[config.mk]
export PLATFORM = sky130hd
export DESIGN_NAME = lds_host
export DESIGN_NICKNAME = d
export VERILOG_FILES = /design/src/shared/lds_pkg.sv /design/src/shared/lds_shadow_if.sv /design/src/rtl/lds_shadow.sv /design/src/rtl/lds_host.sv
export SDC_FILE = /design/constraint.sdc
export NUM_CORES = 1
export LEC_CHECK = 0
export BUFFER_PORTS_ARGS = -buffer_cell sky130_fd_sc_hd__clkbuf_2
export CORE_ASPECT_RATIO = 1.75
export CORE_UTILIZATION = 40
export CTS_CLUSTER_SIZE = 8
export DETAILED_ROUTE_END_ITERATION = 7
export GPL_ROUTABILITY_DRIVEN = 1
export PLACE_DENSITY_LB_ADDON = 0.12
export SETUP_SLACK_MARGIN = 0.5
export SYNTH_ARGS = -nofsm -noshare
export SYNTH_HDL_FRONTEND = slang
export SYNTH_SLANG_ARGS = --single-unit
[constraint.sdc]
create_clock -name i_clk -period 2.6 [get_ports i_clk]
set_clock_uncertainty 0.1 [all_clocks]
set_input_delay 0.26 -clock i_clk [delete_from_list [all_inputs] [get_ports i_clk]]
set_output_delay 0.26 -clock i_clk [all_outputs]
set_load 0.02 [all_outputs]
[src/shared/lds_pkg.sv]
package lds_pkg;
	// clock and link timing
	localparam int CLK_NS = 5;
	localparam int SCLK_HALF_NS = 80;
	// least time, so round up to whole cycles
	localparam int HALF_CYC = (SCLK_HALF_NS + CLK_NS - 1) / CLK_NS;
	localparam logic [4:0] HALF_LAST = 5'(HALF_CYC - 1);
	// frame layout: 3 address bits on top of 12 data bits
	localparam int FRAME_BITS = 15;
	localparam int ADDR_W = 3;
	localparam int DATA_W = 12;
	localparam int CODE_W = 6;
	localparam logic [3:0] BIT_LAST = 4'(FRAME_BITS - 1);
	localparam logic [2:0] REG_COUNT = 3'h5;
	// device register indices
	localparam logic [2:0] RA_ROUTE = 3'h0;
	localparam logic [2:0] RA_PAIR = 3'h1;
	localparam logic [2:0] RA_CODES = 3'h2;
	localparam logic [2:0] RA_CHD = 3'h3;
	localparam logic [2:0] RA_CMD = 3'h4;
	// device field positions
	localparam int TEST_HI = 11;
	localparam int TEST_LO = 10;
	localparam int ROUTE_HI = 9;
	localparam int PAIR_LO = 6;
	localparam int CODE_HI_LSB = 6;
	localparam int CODE_LO_LSB = 0;
	localparam logic [3:0] ROUTE_ONLY_HI = 4'h8;
	localparam logic [1:0] ROUTE_LO_ONLY = 2'h1;
	// lowest usable converter codes
	localparam logic [5:0] VOLT_MIN = 6'h14;
	localparam logic [5:0] CURR_MIN = 6'h0a;
	// own register map, byte addresses
	localparam logic [7:0] OFS_CTRL = 8'h00;
	localparam logic [7:0] OFS_FRAME = 8'h04;
	localparam logic [7:0] OFS_STATUS = 8'h08;
	localparam logic [2:0] OFS_SHADOW_HI = 3'h1;
	// control register bits
	localparam int CT_PS = 0;
	localparam int CT_IN_A = 1;
	localparam int CT_IN_B = 2;
	localparam int CT_SH_LO = 3;
	localparam int CT_SH_HI = 4;
	localparam int CT_W = 5;
	// status register bits
	localparam int STS_BUSY = 0;
	localparam int STS_PS = 1;
	localparam int STS_REJ = 2;
	localparam int STS_RANGE = 3;
	localparam int STS_MISM = 4;
	// serializer states
	typedef enum logic [2:0] {S_IDLE, S_LOW, S_HIGH, S_TAIL, S_GAP} lds_ser_t;
endpackage : lds_pkg

[src/shared/lds_shadow_if.sv]
interface lds_shadow_if;
	import lds_pkg::*;
	logic wr_en; // write one mirrored word
	logic [2:0] wr_idx; // device register index
	logic [DATA_W-1:0] wr_data; // word as latched by the device
	logic clr; // device settings cleared
	logic [2:0] rd_idx; // index taken in address phase
	logic [DATA_W-1:0] rd_data; // registered read word
	modport ctl (output wr_en, wr_idx, wr_data, clr, rd_idx, input rd_data);
	modport mem (input wr_en, wr_idx, wr_data, clr, rd_idx, output rd_data);
endinterface : lds_shadow_if

[src/rtl/lds_shadow.sv]
// mirror of the device's write-only registers
module lds_shadow
	import lds_pkg::*;
(
	input wire logic i_clk,
	input wire logic i_reset,
	lds_shadow_if.mem sh
);
	logic [DATA_W-1:0] word_ff [REG_COUNT]; // one word per device register
	logic [DATA_W-1:0] rd_data_ff; // read port register
	wire idx_ok = sh.rd_idx < REG_COUNT; // unmapped indices read zero

	// each word follows the device: cleared with it, loaded at latch
	for (genvar g = 0; g < REG_COUNT; g++) begin : g_word
		always_ff @(posedge i_clk) begin
			if (i_reset || sh.clr) begin
				word_ff[g] <= '0;
			end else if (sh.wr_en && sh.wr_idx == 3'(g)) begin
				word_ff[g] <= sh.wr_data;
			end
		end
	end

	// registered read, one cycle after the index
	always_ff @(posedge i_clk) begin
		if (i_reset) begin
			rd_data_ff <= '0;
		end else begin
			rd_data_ff <= idx_ok ? word_ff[sh.rd_idx] : '0;
		end
	end

	assign sh.rd_data = rd_data_ff;
endmodule : lds_shadow

[src/rtl/lds_host.sv]
module lds_host
	import lds_pkg::*;
(
	input wire logic i_clk,
	input wire logic i_reset,
	// ahb-lite slave
	input wire logic i_hsel,
	input wire logic [31:0] i_haddr,
	input wire logic [1:0] i_htrans,
	input wire logic i_hwrite,
	input wire logic [2:0] i_hsize,
	input wire logic [31:0] i_hwdata,
	input wire logic i_hready,
	output logic o_hreadyout,
	output logic [31:0] o_hrdata,
	output logic o_hresp,
	// supplies reported good, asynchronous pin
	input wire logic i_supply_good,
	// device pins
	output logic o_power_save_reset_n,
	output logic o_frame_sel_n,
	output logic o_serial_clk,
	output logic o_serial_data_in,
	output logic o_ctrl_in_a,
	output logic o_ctrl_in_b,
	output logic o_ctrl_in_shared_lo,
	output logic o_ctrl_in_shared_hi
);
	lds_shadow_if sh ();

	// supply pin synchroniser
	logic sup_meta_ff; // first stage, read only by second
	logic sup_ok_ff; // synchronised supply level
	// bus address phase capture
	logic a_wr_ff; // write data phase pending
	logic a_rd_ff; // read data phase pending
	logic [7:0] a_addr_ff; // byte address of the data phase
	// software registers
	logic [CT_W-1:0] ctrl_ff; // control bits
	logic rej_ff; // sticky: frame refused
	logic range_ff; // sticky: code below usable range
	// power-save pin state
	logic ps_ff; // drives the pin
	// serializer
	lds_ser_t st_ff; // serializer state
	lds_ser_t nxt_st; // next serializer state
	logic [4:0] div_ff; // half-period counter
	logic [3:0] bit_ff; // bit index in frame
	logic [FRAME_BITS-1:0] shift_ff; // outgoing bits, msb on pin
	logic [FRAME_BITS-1:0] frame_ff; // frame kept for the mirror
	logic sel_n_ff; // frame-select pin
	logic sclk_ff; // serial clock pin
	// small copies for the pairing check
	logic [1:0] pair_ff; // pairing bits as latched
	logic [CODE_W-1:0] ab_code_ff; // voltage code of channels 1/2
	logic [CODE_W-1:0] c_code_ff; // voltage code of channel 3

	// true when a code lies under its usable floor
	function automatic logic code_low(input logic [CODE_W-1:0] c,
			input logic [CODE_W-1:0] floor);
		// all-ones full-on codes sit above every floor, so never flagged
		code_low = c < floor;
	endfunction : code_low

	// routing and pairing patterns the device accepts
	function automatic logic route_ok(input logic [3:0] m);
		route_ok = (m == 4'h0) || (m[3:2] == ROUTE_LO_ONLY) ||
			(m == ROUTE_ONLY_HI);
	endfunction : route_ok

	// bus decode
	wire ahb_go = i_hsel && i_hready && i_htrans[1];
	wire wr_ctrl = a_wr_ff && a_addr_ff == OFS_CTRL;
	wire wr_frame = a_wr_ff && a_addr_ff == OFS_FRAME;
	wire wr_status = a_wr_ff && a_addr_ff == OFS_STATUS;
	wire rd_shadow = a_addr_ff[7:5] == OFS_SHADOW_HI;

	// frame word from the bus
	wire [ADDR_W-1:0] f_addr = i_hwdata[FRAME_BITS-1:DATA_W];
	wire [DATA_W-1:0] f_raw = i_hwdata[DATA_W-1:0];
	wire has_test = f_addr == RA_ROUTE || f_addr == RA_CMD;
	// test bits forced low on registers that carry them
	wire [DATA_W-1:0] f_data = has_test ? {2'h0, f_raw[TEST_LO-1:0]} : f_raw;
	wire [CODE_W-1:0] f_hi = f_data[DATA_W-1:CODE_HI_LSB];
	wire [CODE_W-1:0] f_lo = f_data[CODE_HI_LSB-1:CODE_LO_LSB];
	wire [3:0] f_route = f_data[ROUTE_HI:PAIR_LO];

	// refusal causes
	wire busy = st_ff != S_IDLE;
	wire bad_addr = f_addr >= REG_COUNT;
	wire bad_route = f_addr == RA_ROUTE && !route_ok(f_route);
	wire refuse = busy || bad_addr || bad_route || !ps_ff;
	wire accept = wr_frame && !refuse;

	// codes under the floor are sent, but flagged
	wire low_v1 = f_addr == RA_PAIR && code_low(f_hi, VOLT_MIN);
	wire low_c2 = f_addr == RA_CODES && code_low(f_hi, CURR_MIN);
	wire low_v2 = f_addr == RA_CODES && code_low(f_lo, VOLT_MIN);
	wire low_v3 = f_addr == RA_CHD && code_low(f_hi, VOLT_MIN);
	wire low_c3 = f_addr == RA_CHD && code_low(f_lo, CURR_MIN);
	wire range_hit = accept && (low_v1 || low_c2 || low_v2 || low_v3 || low_c3);

	// paired outputs need equal codes on both converters
	wire mismatch = (|pair_ff) && ab_code_ff != c_code_ff;

	// serializer timing terms
	wire half_done = div_ff == HALF_LAST;
	wire last_bit = bit_ff == BIT_LAST;
	wire latch_now = st_ff == S_TAIL && half_done;
	wire [ADDR_W-1:0] l_addr = frame_ff[FRAME_BITS-1:DATA_W];
	wire [DATA_W-1:0] l_data = frame_ff[DATA_W-1:0];

	// status word
	wire [31:0] status_w = {27'h0, mismatch, range_ff, rej_ff, ps_ff, busy};

	// supply pin passes two flops before use
	always_ff @(posedge i_clk) begin
		if (i_reset) begin
			sup_meta_ff <= 1'b0;
			sup_ok_ff <= 1'b0;
		end else begin
			sup_meta_ff <= i_supply_good;
			sup_ok_ff <= sup_meta_ff;
		end
	end

	// address phase capture; sole slave, so always ready
	always_ff @(posedge i_clk) begin
		if (i_reset) begin
			a_wr_ff <= 1'b0;
			a_rd_ff <= 1'b0;
			a_addr_ff <= '0;
		end else if (i_hready) begin
			a_wr_ff <= ahb_go && i_hwrite;
			a_rd_ff <= ahb_go && !i_hwrite;
			a_addr_ff <= i_haddr[7:0];
		end
	end

	// control register
	always_ff @(posedge i_clk) begin
		if (i_reset) begin
			ctrl_ff <= '0;
		end else if (wr_ctrl) begin
			ctrl_ff <= i_hwdata[CT_W-1:0];
		end
	end

	// sticky flags: a new event wins over a clear in the same cycle
	always_ff @(posedge i_clk) begin
		if (i_reset) begin
			rej_ff <= 1'b0;
			range_ff <= 1'b0;
		end else begin
			rej_ff <= (wr_frame && refuse) ||
				(rej_ff && !(wr_status && i_hwdata[STS_REJ]));
			range_ff <= range_hit ||
				(range_ff && !(wr_status && i_hwdata[STS_RANGE]));
		end
	end

	// pin released only with software consent and good supplies;
	// low supplies pull it back so the device resets again
	always_ff @(posedge i_clk) begin
		if (i_reset) begin
			ps_ff <= 1'b0;
		end else begin
			ps_ff <= ctrl_ff[CT_PS] && sup_ok_ff;
		end
	end

	// serializer next state; power-save low aborts a frame
	always_comb begin
		nxt_st = st_ff;
		unique case (st_ff)
			S_IDLE: begin
				if (accept) begin
					nxt_st = S_LOW;
				end
			end
			S_LOW: begin
				if (half_done) begin
					nxt_st = S_HIGH;
				end
			end
			S_HIGH: begin
				if (half_done) begin
					nxt_st = last_bit ? S_TAIL : S_LOW;
				end
			end
			S_TAIL: begin
				if (half_done) begin
					nxt_st = S_GAP;
				end
			end
			S_GAP: begin
				if (half_done) begin
					nxt_st = S_IDLE;
				end
			end
		endcase
		if (!ps_ff) begin
			nxt_st = S_IDLE;
		end
	end

	// state and half-period counter
	always_ff @(posedge i_clk) begin
		if (i_reset) begin
			st_ff <= S_IDLE;
			div_ff <= '0;
		end else begin
			st_ff <= nxt_st;
			div_ff <= (nxt_st != st_ff || half_done) ? 5'h0 : div_ff + 5'h1;
		end
	end

	// frame word and bit counter; msb first, address on top
	always_ff @(posedge i_clk) begin
		if (i_reset) begin
			shift_ff <= '0;
			frame_ff <= '0;
			bit_ff <= '0;
		end else if (accept) begin
			shift_ff <= {f_addr, f_data};
			frame_ff <= {f_addr, f_data};
			bit_ff <= '0;
		end else if (st_ff == S_HIGH && half_done && !last_bit) begin
			shift_ff <= {shift_ff[FRAME_BITS-2:0], 1'b0};
			bit_ff <= bit_ff + 4'h1;
		end
	end

	// pins: select low across the frame, data stable at rising clock
	always_ff @(posedge i_clk) begin
		if (i_reset) begin
			sel_n_ff <= 1'b1;
			sclk_ff <= 1'b0;
		end else begin
			sel_n_ff <= !(nxt_st == S_LOW || nxt_st == S_HIGH ||
				nxt_st == S_TAIL);
			sclk_ff <= nxt_st == S_HIGH;
		end
	end

	// copies of pairing bits and voltage codes as the device holds them
	always_ff @(posedge i_clk) begin
		if (i_reset || !ps_ff) begin
			pair_ff <= '0;
			ab_code_ff <= '0;
			c_code_ff <= '0;
		end else if (latch_now) begin
			if (l_addr == RA_ROUTE) begin
				pair_ff <= l_data[PAIR_LO+1:PAIR_LO];
			end
			if (l_addr == RA_PAIR) begin
				ab_code_ff <= l_data[DATA_W-1:CODE_HI_LSB];
			end
			if (l_addr == RA_CODES) begin
				c_code_ff <= l_data[CODE_HI_LSB-1:CODE_LO_LSB];
			end
		end
	end

	// mirror is written at the select rise, when the device latches
	assign sh.wr_en = latch_now;
	assign sh.wr_idx = l_addr;
	assign sh.wr_data = l_data;
	assign sh.clr = !ps_ff;
	assign sh.rd_idx = i_haddr[4:2];

	lds_shadow u_shadow (
		.i_clk(i_clk),
		.i_reset(i_reset),
		.sh(sh)
	);

	// read mux over registered sources
	wire [31:0] ctrl_w = {27'h0, ctrl_ff};
	wire [31:0] shadow_w = {20'h0, sh.rd_data};
	assign o_hrdata = !a_rd_ff ? 32'h0 :
		a_addr_ff == OFS_CTRL ? ctrl_w :
		a_addr_ff == OFS_STATUS ? status_w :
		rd_shadow ? shadow_w : 32'h0;
	assign o_hreadyout = 1'b1;
	assign o_hresp = 1'b0;

	// device pins
	assign o_power_save_reset_n = ps_ff;
	assign o_frame_sel_n = sel_n_ff;
	assign o_serial_clk = sclk_ff;
	assign o_serial_data_in = shift_ff[FRAME_BITS-1];
	// software alone keeps two paired steppers from moving together
	assign o_ctrl_in_a = ctrl_ff[CT_IN_A];
	assign o_ctrl_in_b = ctrl_ff[CT_IN_B];
	assign o_ctrl_in_shared_lo = ctrl_ff[CT_SH_LO];
	assign o_ctrl_in_shared_hi = ctrl_ff[CT_SH_HI];
endmodule : lds_host

# Word level (Yosys, flattened, before mapping)
# Memory sizes are Yosys's and may differ from the RTL's. A register that Yosys moved wholly into a read port is not among the register bits.
# Cells that the tools add are included.
[word_totals] mem_bits_rw=60 word_cells=163 n_memories=1 regBits=78 inputBits=75
[op_classes] n_eq_ne=24 n_bitwise=6 order_cmp=6 n_reduce_logical=68 add_sub_neg=2 muxes=37
[mem_list] name="u_shadow.word_ff" depth=5 width=12 read_ports=1 rd_clocked_by_memory_dff=1 wr=5 line_no="lds_shadow.sv:9" text="logic [DATA_W-1:0] word_ff [REG_COUNT];"
[ops] operator="$mux 12" count=10
[ops] operator="$logic_and 1x1->1" count=30
[ops] operator="$mux 15" count=2
[ops] operator="$eq 3x2->1 const B" count=8
[ops] operator="$mux 3" count=6
[ops] operator="$mux 1" count=17
[ops] operator="$logic_or 1x1->1" count=16
[ops] operator="$eq 3x1->1 const B" count=5
[ops] operator="$pmux 3 s5" count=1
[ops] operator="$lt 6x4->1 const B" count=2
[ops] operator="$lt 6x5->1 const B" count=2
[ops] operator="$eq 3x3->1 const B" count=3
[ops] operator="$logic_not 3->1" count=3
[ops] operator="$eq 4x4->1 const B" count=2
[ops] operator="$eq 8x3->1 const B" count=1
[ops] operator="$eq 8x4->1 const B" count=1
[ops] operator="$logic_not 1->1" count=8
[ops] operator="$logic_not 8->1" count=1
[ops] operator="$reduce_or 2->1" count=4
[ops] operator="$ne 6x6->1" count=1
[ops] operator="$reduce_and 2->1" count=3
[ops] operator="$add 5x1->5 const B" count=1
[ops] operator="$eq 5x4->1 const B" count=1
[ops] operator="$or 1x1->1" count=5
[ops] operator="other kinds (10)" count=10

# Longest topological paths before layout
[logic_depth] word_depth=19 ltp_mapped=10

# Hierarchy
# A second synthesis with hierarchy kept.
[unflattened] cells_unflattened=647 area_unflattened_um2=6861.6
[by_module_without_submodules] mod="lds_host" area_per_inst_um2=3814.9 cells_each=433 instances=1
[by_module_without_submodules] mod="lds_shadow" area_per_inst_um2=3046.7 cells_each=214 instances=1

# Least setup slack after synthesis
# Ideal clock, no wire load.
[synth_path] path_type="reg2reg" start="reg div_ff[0]" end="mem u_shadow.word_ff[1][0], enable pin" path_stages_with_launch=8 setup_ns=0.310 required_time_ns=2.190 n_path_buf=0 path_slack_ns=0.261 arrival_ns=1.929 synth_period_minus_slack_ns=2.339 path_cell_list="dfxtp_1 -> ha_1 -> and3_1 -> ha_1 -> and3b_1 -> and3b_1 -> a21oi_1 -> inv_1"
[synth_rtl] element="start: declaration" line_no="lds_host.sv:47" text="logic [4:0] div_ff;"
[synth_rtl] element="start signal: assignment" line_no="lds_host.sv:214" text="div_ff <= (nxt_st != st_ff || half_done) ? 5'h0 : div_ff + 5'h1;"
[synth_rtl] element="end: declaration" line_no="lds_shadow.sv:9"

==> flow_summary_export.csv <==
group,metric,value,unit
route,drt_wl_total,17000,µm
flow_run,max_cap_violations,0,
floorplanning,die_w,98.1,µm
worst_setup_path,cp.required,2.78,ns
floorplanning,pin_count,117,
timing,fin_setup_tns,0,ns
clock_tree,cts_tree,"built",
power,power_density,614,nW/µm²
placement,place_congestion,0.803,
global_routing,grt_usage,20.4,%
worst_setup_path,arrival,2.38,ns
worst_setup_path,worstPathMaxFanout,6,
floorplanning,die_y,170,µm
timing,max-slew-margin-rel,61.5,%
logic_synthesis,synth_area,6470,µm²
timing,fin_crit,2.20,ns
cells_and_area,num-fill-cells,1419,
timing,finalSetupViolations,0,
placement,hpwl,11000,µm
cells_and_area,design_area,8260,µm²
route,drc,0,
worst_setup_path,worstSetupPathType,"flop to flop",
timing,worst_pin_slew,0.578,ns
cells_and_area,nets,767,
logic_synthesis,synthDistinctLibCells,48,
cells_and_area,fin_util,52.0,%
placement,io_buffers,49,
route,ant_nets,0,
clock_tree,cts_buffer_depth,2,
logic_synthesis,yosys-top-cells-area,"dfxtp_1, edfxtp_1, and2_1",
power,p_switching,1110,µW
power,power.clock.fraction,47.2,%
global_routing,grt_pass1_wl,25300,µm
logic_synthesis,yosys.area.top_type,"dfxtp_1",
worst_setup_path,r2r_slack,0.40,ns
timing,hold_violations,0,
global_routing,globalRouteOverflowTotal,0,
clock_tree,cts_root_buffer,"clkbuf_16",
logic_synthesis,ys_seq_area_share,55.7,%
logic_synthesis,yosys_warnings,0,
logic_synthesis,syn_area_per_cell,10.8,µm²
clock_tree,numCtsBuffers,17,
route,firstDrtPassIters,7,
cells_and_area,drive_above_1_share,30.9,%
global_routing,grt_max_degree,37,
power,peakVddDrop,0.424,mV
global_routing,grt_pass1_vias,4730,
logic_synthesis,synthArstFlopShare,0,%
timing,hold_ws,0.0129,ns
cells_and_area,ff_latch_area,3610,µm²
clock_tree,cts.sinks,150,
power,switching_share,22.0,%
logic_synthesis,synth.top_cell.area_share,27.9,%
logic_synthesis,synth-main-ff-cell,"dfxtp_1",
cells_and_area,antenna_cells,0,
global_routing,antenna_found_initial,0,
cells_and_area,multi_input_area,2920,µm²
floorplanning,initial_core_util,40.7,%
power,leakage,0.00343,µW
power,power_frac_comb,4.3,%
floorplanning,dieArea,16700,µm²
power,power.internal,3960,µW
worst_setup_path,crit_path_end_kind,"flop",
power,seq_power_share,48.5,%
timing,period_share,84.8,%
hold_path,hp-class,"input pin to flop",
route,via_count,4726,
run_status,status,"finished clean",
logic_synthesis,synthCells,600,
route,drtIter0Drc,264,
clock_tree,htree_levels,4,
floorplanning,core,15900,µm²
cells_and_area,syn_to_final_growth,27.6,%
route,wire_per_inst,19.1,µm
clock_tree,worst_skew_pair.late_latency,0.41,ns
logic_synthesis,synth_edf_count,60,
route,via_per_inst,5.32,
clock_tree,path_clk_slew,0.06,ns
floorplanning,rows,61,
placement,place_area,6950,µm²
timing,slew_viol_final,0,
timing,max_freq,454,MHz
worst_setup_path,cp-start-kind,"flop",
logic_synthesis,ys_ff_latch,150,
timing,rsz0062_at_grt,"true",
==> registers in the layout (all words and copies together), names as in the netlist, 5 cells and up <==
signal and cells:
u_shadow.word_ff 60, frame_ff 15, shift_ff 15, u_shadow.sh.rd_data 12, a_addr_ff 8, ab_code_ff 6, c_code_ff 6, ctrl_ff 5
div_ff 5
==> cell type report <==
cell class              instances  share of cell area, %
inverters                      10                  0.667
clock inverters                12                   1.58
flip-flops and latches        150                   43.8
repair inverters                1                  0.136
well taps                     189                   2.86
repair buffers                104                   10.3
clock buffers                  19                   5.37
multi-input cells             404                   35.3
==> power by group through the flow <==
stage	clock [µW]	sequential (µW)	combinational (µW)
2_1_floorplan	0	2500	149
3_3_place_gp	0	2510	186
3_5_place_dp	0	2510	190
4_1_cts	2430	2460	217
5_1_grt	2530	2460	237
6_report	2390	2460	220
==> cells in the final DEF (no fill, tap or decap), drive strengths merged, types with 4 or more instances in the layout <==
cell	netlist	final
and3	9	9
nor2	43	43
ha	4	4
xor2	6	6
xnor2	5	5
a22oi	4	4
nand2b	5	5
clkinv	0	7
conb	2	22
nand4	7	7
inv	10	12
nor3b	4	4
nor3	8	8
mux2i	26	26
o21ai	7	7
dfxtp	90	90
mux4	12	12
a21o	25	25
nor2b	11	11
a21oi	42	42
nand3	18	18
and2	63	63
dlygate4sd3	0	5
nand2	49	50
and3b	4	4
edfxtp	60	60
buf	32	52
clkbuf	25	66
==> synthesized netlist by cell type (4+ instances only) <==
| library cell | instances |
|---|---|
| buf_4 | 22 |
| edfxtp_1 | 60 |
| nand4_1 | 7 |
| nor2b_1 | 11 |
| nand2_1 | 49 |
| and3b_1 | 4 |
| nand3_1 | 18 |
| and3_1 | 9 |
| a22oi_1 | 4 |
| inv_1 | 10 |
| mux4_2 | 12 |
| xor2_1 | 6 |
| and2_1 | 63 |
| nor2_1 | 43 |
| nand2b_1 | 5 |
| ha_1 | 4 |
| dfxtp_1 | 90 |
| mux2i_1 | 26 |
| o21ai_0 | 7 |
| nor3b_1 | 4 |
| nor3_1 | 8 |
| a21o_1 | 25 |
| xnor2_1 | 5 |
| buf_2 | 7 |
| a21oi_1 | 42 |
| clkbuf_1 | 25 |
==> logic make-up (layout without fill, tap and decap cells) <==
logic type                 after synthesis  count (layout)  share of synthesized area (%)
muxes                                   41              41                           8.72
adders and majority gates                4               4                          0.774
other                                    2              22                          0.116
xor gates and xnor gates                11              11                           1.49
DFF                                    150             150                           55.7
buffers and inverters                   67             146                           5.30
AOI/OAI and AO/OA                       92              92                           8.92
and+or+nand+nor                        233             234                           19.0
==> worst max-delay path, stage by stage, from the launching register on <==
cell and delay (ns):
dfxtp_2 0.35, ha_4 0.13, and3_4 0.19, ha_4 0.13, and3b_2 0.21, and3b_2 0.26, nand2_4 0.08, nor3b_4 0.29
buf_6 0.19, and2_4 0.14
==> path summary, 6_finish.rpt <==
kind | end | depth (start not counted) | start
setup / recovery | u_shadow.word_ff[4][7] | 9 | div_ff[1]
hold / removal | a_addr_ff[1] | 3 | i_haddr[1]
setup reg to reg | u_shadow.word_ff[4][7] | 9 | div_ff[1]
hold reg to reg | sup_ok_ff | 1 | sup_meta_ff
==> what timing repair did <==
item,in CTS,in global routing
endpoints found under the hold margin,5,0
hold buffers,5,0
setup buffers,22,3
pin swaps,16,22
setup endpoints to repair,144,167
cloned,4,4
gates resized for setup,53,69
==> per-layer routing <==
metal / track usage (%) / up-vias / wire, µm
li1: - / 2243 / -
met3: 3.49 / 33 / 476
met2: 40.1 / 112 / 9750
met5: 0 / - / 0
met1: 20.6 / 2338 / 6090
met4: 9.28 / 0 / 648
==> through the flow <==
stage               total power [µW]  cells  setup WS (ns)
floorplan                       2650    620          0.519
global placement                2690    820          0.297
detailed placement              2700    820          0.238
CTS                             5100    882          0.386
global route                    5220    889          0.352
finish                          5070    889          0.395
Power figures use the tool's default switching activity.
